--- src/io_window_pkg.sv ---
// Package for the host I/O window decoder: address layout, strap widths,
// interrupt levels, board register offsets and carrier structs.
// Assumes a single 100 MHz system clock and synchronous sampled host strobes.
package io_window_pkg;

	// Host I/O address layout
	localparam int ADDR_W = 16;
	localparam int OFS_W = 5;          // Offset inside the 32-byte window
	localparam int STRAP_W = 5;        // Straps cover address bits 9..5
	localparam int BASE_LSB = 5;
	localparam int BASE_MSB = 9;
	localparam int HIGH_LSB = 10;
	localparam int HIGH_MSB = 15;
	localparam logic [5:0] HIGH_ZERO = 6'h00;
	localparam int WINDOW_BYTES = 32;

	// Interrupt level routing: one-hot over host levels 0..15
	localparam int IRQ_LINES = 16;
	localparam logic [15:0] IRQ_LEGAL = 16'hDEF8;  // 3-7, 9-12, 14, 15

	// Board register offsets handled here
	localparam logic [4:0] OFS_CTRL0 = 5'h03;
	localparam logic [4:0] OFS_CTRL1 = 5'h07;
	localparam logic [4:0] OFS_BUF0 = 5'h08;
	localparam logic [4:0] OFS_BUF1 = 5'h09;
	localparam logic [4:0] OFS_TRI = 5'h0A;
	localparam logic [4:0] OFS_COS_EN = 5'h0B;

	// Control byte fields
	localparam int CTL_CLO = 0;
	localparam int CTL_B = 1;
	localparam int CTL_CHI = 3;
	localparam int CTL_A = 4;
	localparam int CTL_SET = 7;
	localparam int GROUPS = 2;
	localparam int PORTS = 3;          // A, B, C per group

	// Reset values
	localparam logic [7:0] BYTE_ZERO = 8'h00;
	localparam logic [3:0] DIR_IN = 4'hF;  // All ports inputs after reset

	// Host bus request as sampled by the board
	typedef struct packed {
		logic [15:0] addr;
		logic [7:0] wdata;
		logic iow;
		logic ior;
		logic dma;
	} host_req_type;

	// Per-group buffer control towards the line drivers
	typedef struct packed {
		logic [3:0] dir_in;     // A, B, C hi, C lo: 1 = input
		logic enable;           // Drivers out of tristate
	} buf_ctl_type;

endpackage

--- src/io_window_address_decode.sv ---
// Host-bus front end of a buffered digital I/O board: window decode,
// interrupt level routing, buffer enable/direction and change-of-state enable.
// Assumes host bus signals and straps are asynchronous pins; one clock.
`timescale 1ns/10ps

module io_window_address_decode
	import io_window_pkg::*;
#(
	parameter int SYNC_STAGES = 2
)
(
	input wire logic clk_sys,
	input wire logic arst_n,
	input wire logic [15:0] host_addr,
	input wire logic [7:0] host_wdata,
	input wire logic host_iow_n,
	input wire logic host_ior_n,
	input wire logic host_dma,
	input wire logic [4:0] base_strap_fit,
	input wire logic [15:0] irq_strap_fit,
	input wire logic board_irq,
	output logic board_sel,
	output logic [4:0] board_offset,
	output logic [15:0] host_irq,
	output logic [3:0] grp0_dir_in,
	output logic [3:0] grp1_dir_in,
	output logic [1:0] buf_enable,
	output logic [5:0] cos_enable
);

	// Two-stage synchronisers for every pin input
	host_req_type req_s1_q, req_s2_q;
	logic [4:0] base_s1_q, base_s2_q;
	logic [15:0] lvl_s1_q, lvl_s2_q;
	logic irq_s1_q, irq_s2_q;
	logic iow_prev_q;          // Edge detect on synchronised write strobe

	host_req_type req_raw;
	always_comb
	begin
		req_raw.addr = host_addr;
		req_raw.wdata = host_wdata;
		req_raw.iow = !host_iow_n;
		req_raw.ior = !host_ior_n;
		req_raw.dma = host_dma;
	end

	// Synchroniser flops: first stage read only by the second
	always_ff @(posedge clk_sys or negedge arst_n)
	begin
		if (!arst_n)
		begin
			req_s1_q <= '0;
			req_s2_q <= '0;
			base_s1_q <= '0;
			base_s2_q <= '0;
			lvl_s1_q <= '0;
			lvl_s2_q <= '0;
			irq_s1_q <= 1'b0;
			irq_s2_q <= 1'b0;
			iow_prev_q <= 1'b0;
		end
		else
		begin
			req_s1_q <= req_raw;
			req_s2_q <= req_s1_q;
			base_s1_q <= base_strap_fit;
			base_s2_q <= base_s1_q;
			lvl_s1_q <= irq_strap_fit;
			lvl_s2_q <= lvl_s1_q;
			irq_s1_q <= board_irq;
			irq_s2_q <= irq_s1_q;
			iow_prev_q <= req_s2_q.iow;
		end
	end

	// Straps in negative-true sense: fitted jumper means a zero bit
	logic [4:0] base_bits;
	assign base_bits = ~base_s2_q;

	logic hit;
	logic [4:0] offset;
	io_window_match u_match (
		.addr(req_s2_q.addr),
		.dma(req_s2_q.dma),
		.base_bits(base_bits),
		.hit(hit),
		.offset(offset)
	);

	// With A9 and A8 both fitted the window would sit below 100h, on top
	// of the host's own system devices, so such a base is never claimed.
	logic base_legal;
	assign base_legal = base_bits[BASE_MSB-BASE_LSB -: 2] != 2'b00;

	// Registered state: buffer control per group, COS enables, select
	logic sel_q, sel_d;
	logic [4:0] ofs_q, ofs_d;
	buf_ctl_type [GROUPS-1:0] buf_q, buf_d;
	logic [1:0] tri_en_q, tri_en_d;        // Software buffer-control option
	logic [5:0] cos_q, cos_d;
	logic [15:0] irq_q, irq_d;
	logic wr_pulse;

	assign wr_pulse = req_s2_q.iow && !iow_prev_q;

	// Next-state for select, configuration and interrupt routing
	always_comb
	begin
		sel_d = hit && base_legal && (req_s2_q.iow || req_s2_q.ior);
		ofs_d = offset;
		buf_d = buf_q;
		tri_en_d = tri_en_q;
		cos_d = cos_q;
		if (wr_pulse && hit && base_legal)
		begin
			for (int g = 0; g < GROUPS; g++)
			begin
				// Control byte with set flag: direction follows it
				if (offset == (g == 0 ? OFS_CTRL0 : OFS_CTRL1)
					&& req_s2_q.wdata[CTL_SET])
				begin
					buf_d[g].dir_in = {req_s2_q.wdata[CTL_A],
						req_s2_q.wdata[CTL_B], req_s2_q.wdata[CTL_CHI],
						req_s2_q.wdata[CTL_CLO]};
					// Set flag tristates when the option is on
					if (tri_en_q[g])
						buf_d[g].enable = 1'b0;
				end
				// Buffer write: bit 7 low opens, high tristates
				if (offset == (g == 0 ? OFS_BUF0 : OFS_BUF1) && tri_en_q[g])
					buf_d[g].enable = !req_s2_q.wdata[CTL_SET];
				// Clearing the option hands the group back to always-on
				if (offset == OFS_TRI && !req_s2_q.wdata[g])
					buf_d[g].enable = 1'b1;
			end
			if (offset == OFS_TRI)
				tri_en_d = req_s2_q.wdata[GROUPS-1:0];
			if (offset == OFS_COS_EN)
				cos_d = req_s2_q.wdata[GROUPS*PORTS-1:0];
		end
		// Drive only the first fitted legal level; one level at most
		irq_d = '0;
		for (int i = IRQ_LINES - 1; i >= 0; i--)
		begin
			if (lvl_s2_q[i] && IRQ_LEGAL[i])
			begin
				irq_d = '0;
				irq_d[i] = irq_s2_q;
			end
		end
	end

	// Register stage; buffers start as inputs and enabled
	always_ff @(posedge clk_sys or negedge arst_n)
	begin
		if (!arst_n)
		begin
			sel_q <= 1'b0;
			ofs_q <= '0;
			for (int g = 0; g < GROUPS; g++)
			begin
				buf_q[g].dir_in <= DIR_IN;
				buf_q[g].enable <= 1'b1;
			end
			tri_en_q <= '0;
			cos_q <= '0;
			irq_q <= '0;
		end
		else
		begin
			sel_q <= sel_d;
			ofs_q <= ofs_d;
			buf_q <= buf_d;
			tri_en_q <= tri_en_d;
			cos_q <= cos_d;
			irq_q <= irq_d;
		end
	end

	assign board_sel = sel_q;
	assign board_offset = ofs_q;
	assign host_irq = irq_q;
	assign grp0_dir_in = buf_q[0].dir_in;
	assign grp1_dir_in = buf_q[1].dir_in;
	assign buf_enable = {buf_q[1].enable, buf_q[0].enable};
	assign cos_enable = cos_q;
endmodule // io_window_address_decode

--- src/io_window_match.sv ---
// Window comparator: decides whether a host address falls in the board's
// 32-byte block. Assumes inputs are already synchronised to clk_sys.
`timescale 1ns/10ps

module io_window_match
	import io_window_pkg::*;
(
	input wire logic [15:0] addr,
	input wire logic dma,
	input wire logic [4:0] base_bits,
	output logic hit,
	output logic [4:0] offset
);

	// Bits 9..5 must equal the strapped base, upper bits zero, no DMA
	always_comb
	begin
		hit = (addr[BASE_MSB:BASE_LSB] == base_bits)
			&& (addr[HIGH_MSB:HIGH_LSB] == HIGH_ZERO)
			&& !dma;
		offset = addr[OFS_W-1:0];
	end

endmodule // io_window_match

--- config.mk ---
export PLATFORM = sky130hd
export DESIGN_NAME = io_window_address_decode
export DESIGN_NICKNAME = d
export VERILOG_FILES = /design/src/io_window_pkg.sv /design/src/io_window_address_decode.sv /design/src/io_window_match.sv
export SDC_FILE = /design/constraint.sdc
export NUM_CORES = 1
export LEC_CHECK = 0
export BUFFER_PORTS_ARGS = -buffer_cell sky130_fd_sc_hd__clkbuf_2
export CAP_MARGIN = 20
export CORE_MARGIN = 5
export CORE_UTILIZATION = 35
export DETAILED_ROUTE_END_ITERATION = 8
export GPL_ROUTABILITY_DRIVEN = 1
export PLACE_DENSITY = 0.54
export SYNTH_ARGS = -nofsm -noshare
export SYNTH_HDL_FRONTEND = slang
export SYNTH_HIERARCHICAL = 1
export SYNTH_SLANG_ARGS = --single-unit
export TNS_END_PERCENT = 100
--- constraint.sdc ---
create_clock -name clk_sys -period 3 [get_ports clk_sys]
set_input_delay 0.3 -clock clk_sys [delete_from_list [all_inputs] [get_ports clk_sys]]
set_output_delay 0.3 -clock clk_sys [all_outputs]
set_load 0.01 [all_outputs]
# [Word level (Yosys, flattened, before mapping)]
# Cells that the tools add are included.
# Widths: inputs -> output; s select.
[totals] regBits=139 latchBits=0 mem_bits_rw=0 mem_bits_ro=0 word_cells=86 memories=0
[classes] n_addsub=0 mul=0 div=0 magnitude_cmp=0 n_eq_ne=7 shift=0 n_mux=19 bitwise=1 reduce_logical=33
[op_table] cell="$mux 16" n=11
[op_table] cell="$eq 5x4->1 const B" n=4
[op_table] cell="$logic_and 1x1->1" n=13
[op_table] cell="$reduce_bool 3->1" n=4
[op_table] cell="$mux 1" n=8
[op_table] cell="$reduce_and 2->1" n=4
[op_table] cell="$logic_not 1->1" n=7
[op_table] cell="$logic_not 6->1" n=1
[op_table] cell="$reduce_and 3->1" n=2
[op_table] cell="$eq 5x2->1 const B" n=1
[op_table] cell="$eq 5x3->1 const B" n=1
[op_table] cell="$eq 5x5->1" n=1
[op_table] cell="$not 5->5" n=1
[op_table] cell="$reduce_bool 2->1" n=1
[op_table] cell="$logic_or 1x1->1" n=1

# [Depth between registers and ports, before layout]
[logic_depth] depth_word=11 mapped_depth=10 ltp_nobuf=8

# [Hierarchy]
# Netlist, hierarchy kept.
[modules_own_cells] mod="io_window_address_decode" instances=1 cells_per_inst=197 area_each_um2=3663.5 seq_area_each_um2=3065.4
[modules_own_cells] mod="io_window_match" instances=1 cells_per_inst=14 area_each_um2=122.6 seq_area_each_um2=0.0

# [Worst setup path before layout]
# No wires, ideal clock.
[synth_timing] path_kind="register -> register" startpoint="reg req_s2_q[22] (netlist bit)" endpoint="reg buf_q (netlist bit grp0_dir_in[0])" setup_ps=82 arrival_ps=1930 path_slack_ps=988 path_stages_with_launch=10 path_buffers=2 period_less_slack_ps=2012 cell_sequence="dfrtp_1 -> nor4_2 -> nand4_1 -> nor4_2 -> a21boi_1 -> and3b_1 -> buf_2 -> and3_1 -> buf_2 -> mux2_2"
[synth_between] elab_chain_cells=6
[synth_rtl] item="from (decl)" line_no="io_window_address_decode.sv:32" text="host_req_type req_s1_q, req_s2_q;"
[synth_rtl] item="from (signal assigned)" line_no="io_window_address_decode.sv:66" text="req_s2_q <= req_s1_q;"
[synth_rtl] item="$logic_not 6->1" line_no="io_window_match.sv:19" text="&& (addr[HIGH_MSB:HIGH_LSB] == HIGH_ZERO)"
[synth_rtl] item="$logic_and 1x1->1" line_no="io_window_match.sv:19"
[synth_rtl] item="$logic_and 1x1->1" line_no="io_window_match.sv:20" text="&& !dma;"
[synth_rtl] item="named net hit" line_no="io_window_address_decode.sv:81" text="logic hit;"
[synth_rtl] item="$logic_and 1x1->1 (2 in a row)" line_no="io_window_address_decode.sv:115" text="if (wr_pulse && hit && base_legal)"
[synth_rtl] item="$reduce_and 2->1 (no line)"
[synth_rtl] item="to (signal assigned)" line_no="io_window_address_decode.sv:174" text="buf_q <= buf_d;"
[synth_rtl] item="to (decl)" line_no="io_window_address_decode.sv:99" text="buf_ctl_type [GROUPS-1:0] buf_q, buf_d;"
# The timed path passes the listed nets, and every way through them passes these cells.
# A chain may end at the register's enable or synchronous reset.

# [Final worst setup path]
[layout_timing] startpoint="reg req_s2_q[22] (netlist bit)" endpoint="reg cos_q[5] (netlist: cos_enable[5])"
[layout_between] elab_chain_cells=6
[layout_rtl] item="$logic_not 6->1" line_no="io_window_match.sv:19"
[layout_rtl] item="$logic_and 1x1->1" line_no="io_window_match.sv:19"
[layout_rtl] item="$logic_and 1x1->1" line_no="io_window_match.sv:20"
[layout_rtl] item="named net hit" line_no="io_window_address_decode.sv:81"
[layout_rtl] item="$logic_and 1x1->1 (2 in a row)" line_no="io_window_address_decode.sv:115"
[layout_rtl] item="$reduce_and 2->1 (no line)"
[layout_rtl] item="to (signal assigned)" line_no="io_window_address_decode.sv:176" text="cos_q <= cos_d;"
[layout_rtl] item="to (decl)" line_no="io_window_address_decode.sv:101" text="logic [5:0] cos_q, cos_d;"
# The timed path passes the listed nets, and every way through them passes these cells.

==> flow_metrics.py <==
metrics = {
    "timing": {
        "rsz0062_at_grt": "no",
        "fmax_ghz": 0.425,
        "slew_headroom_pct": 49.4,
        "hold_ws_ns": 0.343,
        "final-setup-viol-count": 0,
        "final_max_slew_viol_count": 0,
        "hold_viol": 0,
        "worst_pin_slew_ns": 0.759,
        "fin_tns_setup_ns": 0,
        "skew_ns": 0.00985,
        "fin_crit_sh_pct": 78.4,
        "min_period_ns": 2.35,
    },
    "logic_synthesis": {
        "synth_edf_count": 0,
        "synth_area_per_cell_um2": 17.9,
        "synthArstFlopShare_pct": 100,
        "synth_top_family_by_area": "simple AND/OR/NAND/NOR gates",
        "ys_ff_latch": 122,
        "ys.flop_type": "dfrtp_1",
        "ys.warnings.count": 6,
        "synth_compound_area_share_pct": 1.85,
        "synthCells": 211,
        "synth_mux_area_share_pct": 5.02,
        "synth_xor_area_share_pct": 1.16,
        "synthSimpleGateAreaFrac_pct": 7.57,
        "ys_seq_area_share_pct": 81.0,
        "synthAdderAreaFrac_pct": 0,
        "syn-cell-area_um2": 3790,
        "synth_cell_types": 40,
    },
    "worst_setup_path": {
        "cp-start-kind": "register",
        "timing.critical_path.buf_inv": 0,
        "cp.arrival_ns": 2.75,
        "required_ns": 3.40,
        "cp_cell_sequence": "nor4_2 -> nand4_1 -> nor4_2 -> a21boi_1 -> and3b_1 -> nand3_1 -> mux2_2",
        "cp_top_family": "simple AND/OR/NAND/NOR gates",
        "path_common_cell": "nor4_2",
        "slowest_stage": "dfrtp_1",
        "crit_type": "reg -> reg",
        "critPathMaxFanout": 8,
        "end_kind": "register",
        "critPathLaunch": "req_s2_q[22]$_DFF_PN0_",
        "cpPeakStageDelay_ns": 0.37,
        "rr_startpoint": "req_s2_q[22]$_DFF_PN0_",
    },
    "pwr": {
        "peakVddDrop_uv": 311,
        "leakage_uw": 0.00255,
        "power.density_nw_per_um2": 714,
    },
    "layout": {
        "area_growth_pct": 40.1,
        "utilization_pct": 49.6,
        "fillCellCount": 941,
        "nets": 395,
        "antenna_cells": 0,
        "drive_gt1_share_pct": 39.7,
    },
    "place": {
        "portBuffers": 77,
        "dp_hpwl_um": 4120,
        "globalplace.congestion": 0.711,
    },
    "floorplan": {
        "rows": 38,
        "die_w_um": 114,
        "dieHeight_um": 114,
        "die_area_um2": 13000,
        "start_util_pct": 35.4,
        "coreArea_um2": 10700,
        "io_pins": 89,
    },
    "clock_tree": {
        "clk_latency_ns": 0.52,
        "cts_tree": "built",
        "htreeDepth": 4,
        "path_clk_slew_ns": 0.06,
        "cts_buffers": 17,
        "root_buffer": "clkbuf_8",
        "clk_path_buf_depth": 2,
        "numClockSinks": 122,
    },
    "global_routing": {
        "grt_pass1_wl_um": 10900,
        "grt_remaining_overflow": 0,
        "grt_max_degree": 64,
        "antenna_found_initial": 0,
        "grtUsageTotal_pct": 11.2,
        "grt_pass1_vias": 2320,
    },
    "worst_hold_path": {
        "worstHoldStart": "base_s1_q[1]$_DFF_PN0_",
        "min_path_type": "reg -> reg",
    },
    "routing": {
        "vias_per_cell": 4.17,
        "drcViolationCount": 0,
        "drt-total-wl_um": 6350,
        "drt-pass1-iter-count": 4,
        "wl_per_cell_um": 12.8,
        "ant_nets": 0,
        "via_count": 2065,
        "drt_iter0_markers": 47,
    },
    "run": {
        "drv_cap": 0,
    },
    "run_status": {
        "status": "completed",
    },
}
-- layout by cell type, fill, tap and decap left out, types with 2 or more instances in the layout --
cell type,n
nor4_2,2
and4b_1,2
and3b_1,4
conb_1,5
dfstp_2,10
and2_2,2
clkbuf_16,16
dfrtp_1,112
nor2b_1,3
xor2_1,3
buf_4,2
clkbuf_8,5
mux2_2,16
dlygate4sd3_1,44
nand4_1,2
clkbuf_1,3
nor2_1,3
inv_1,8
xnor2_1,2
clkbuf_2,76
and3_1,2
nor3b_1,2
bufinv_16,2
nor3_2,2
nand4b_1,3
clkinvlp_4,2
-- what timing repair did --
item / CTS / global route
buffers inserted: 0 / 0
endpoints found under the hold margin: 104 / 0
hold buffers: 44 / 0
resized for setup: 0 / 0
-- metal layers --
| layer | vias up | track usage, % | part of all wire (%) |
|---|---|---|---|
| met2 | 61 | 17.6 | 52 |
| met3 | 19 | 4.77 | 6.9 |
| met5 | - | 0 | 0 |
| met4 | 0 | 8.00 | 3.6 |
| li1 | 967 | - | - |
| met1 | 1018 | 12.0 | 38 |
-- report_power, final --
group | leakage [µW] | total (µW) | internal, µW | switching, µW
Sequential | 0.00145 | 1740 | 1710 | 27.9
Clock | 0.000273 | 1910 | 1260 | 647
Combinational | 0.000828 | 140 | 75.9 | 63.6
Total | 0.00255 | 3790 | 3050 | 739
-- kinds of logic (layout without fill, tap and decap cells) --
kind of cell           after synthesis  after routing
flip-flops                         122            122
buffers and inverters               21            161
AND/OR/NAND/NOR                     36             36
multiplexers                        17             17
AO/OA/AOI/OAI                        9              9
other                                1              5
XOR/XNOR                             5              5
-- worst paths after layout --
path	cells past startpoint	slack, ns	end
min in group asynchronous	2	0.43	lvl_s2_q[12]$_DFF_PN0_
min	0	0.34	base_s2_q[1]$_DFF_PN0_
max reg2reg	7	0.65	cos_enable[5]$_DFFE_PN0P_
max	7	0.65	cos_enable[5]$_DFFE_PN0P_
min reg2reg	0	0.34	base_s2_q[1]$_DFF_PN0_
max in group asynchronous	3	1.75	buf_enable[1]$_DFFE_PN1P_
-- layout make-up --
type / instances / area, µm² / share of cell area [%]
Multi-Input combinational cell: 72 / 609 / 11.5
Sequential cell: 122 / 3070 / 57.8
Timing Repair Buffer: 123 / 856 / 16.1
Tap cell: 140 / 175 / 3.30
Clock inverter: 6 / 88.8 / 1.67
Inverter: 8 / 30.0 / 0.566
Clock buffer: 24 / 480 / 9.06
-- flip-flops by register name, indices dropped and copies added, names as in the netlist --
| name | cells |
|---|---|
| board_sel | 1 |
| req_s2_q | 26 |
| base_s1_q | 5 |
| iow_prev_q | 1 |
| lvl_s2_q | 11 |
| lvl_s1_q | 11 |
| irq_s2_q | 1 |
| cos_enable | 6 |
| board_offset | 5 |
| req_s1_q | 26 |
| buf_enable | 2 |
| tri_en_q | 2 |
| host_irq | 11 |
| base_s2_q | 5 |
| irq_s1_q | 1 |
| grp0_dir_in | 4 |
| grp1_dir_in | 4 |
-- cell usage after synthesis (2+ instances only) --
library cell    n  area [µm²]
and2_2          2        15.0
and3_1          2        12.5
and3b_1         4        35.0
and4b_1         2        20.0
buf_2           2        10.0
buf_4          10        75.1
dfrtp_1       112        2800
dfstp_2        10         263
inv_1           8        30.0
mux2_2         16         180
nand4_1         2        12.5
nand4b_1        3        26.3
nor2_1          3        11.3
nor2b_1         3        18.8
nor3_2          2        20.0
nor3b_1         2        15.0
nor4_2          2        25.0
xnor2_1         2        17.5
xor2_1          3        26.3
-- per-stage QoR --
stage	total power, µW	setup slack, ns	std cells	area [µm²]
finish	3790	0.647	495	5310
global route	3940	0.444	495	5310
CTS	3850	0.547	495	5310
detailed placement	1870	0.564	421	4300
global placement	1860	0.604	421	4300
floorplan	1800	0.988	215	3800
Note: power is estimated with default switching activity, not from simulation.
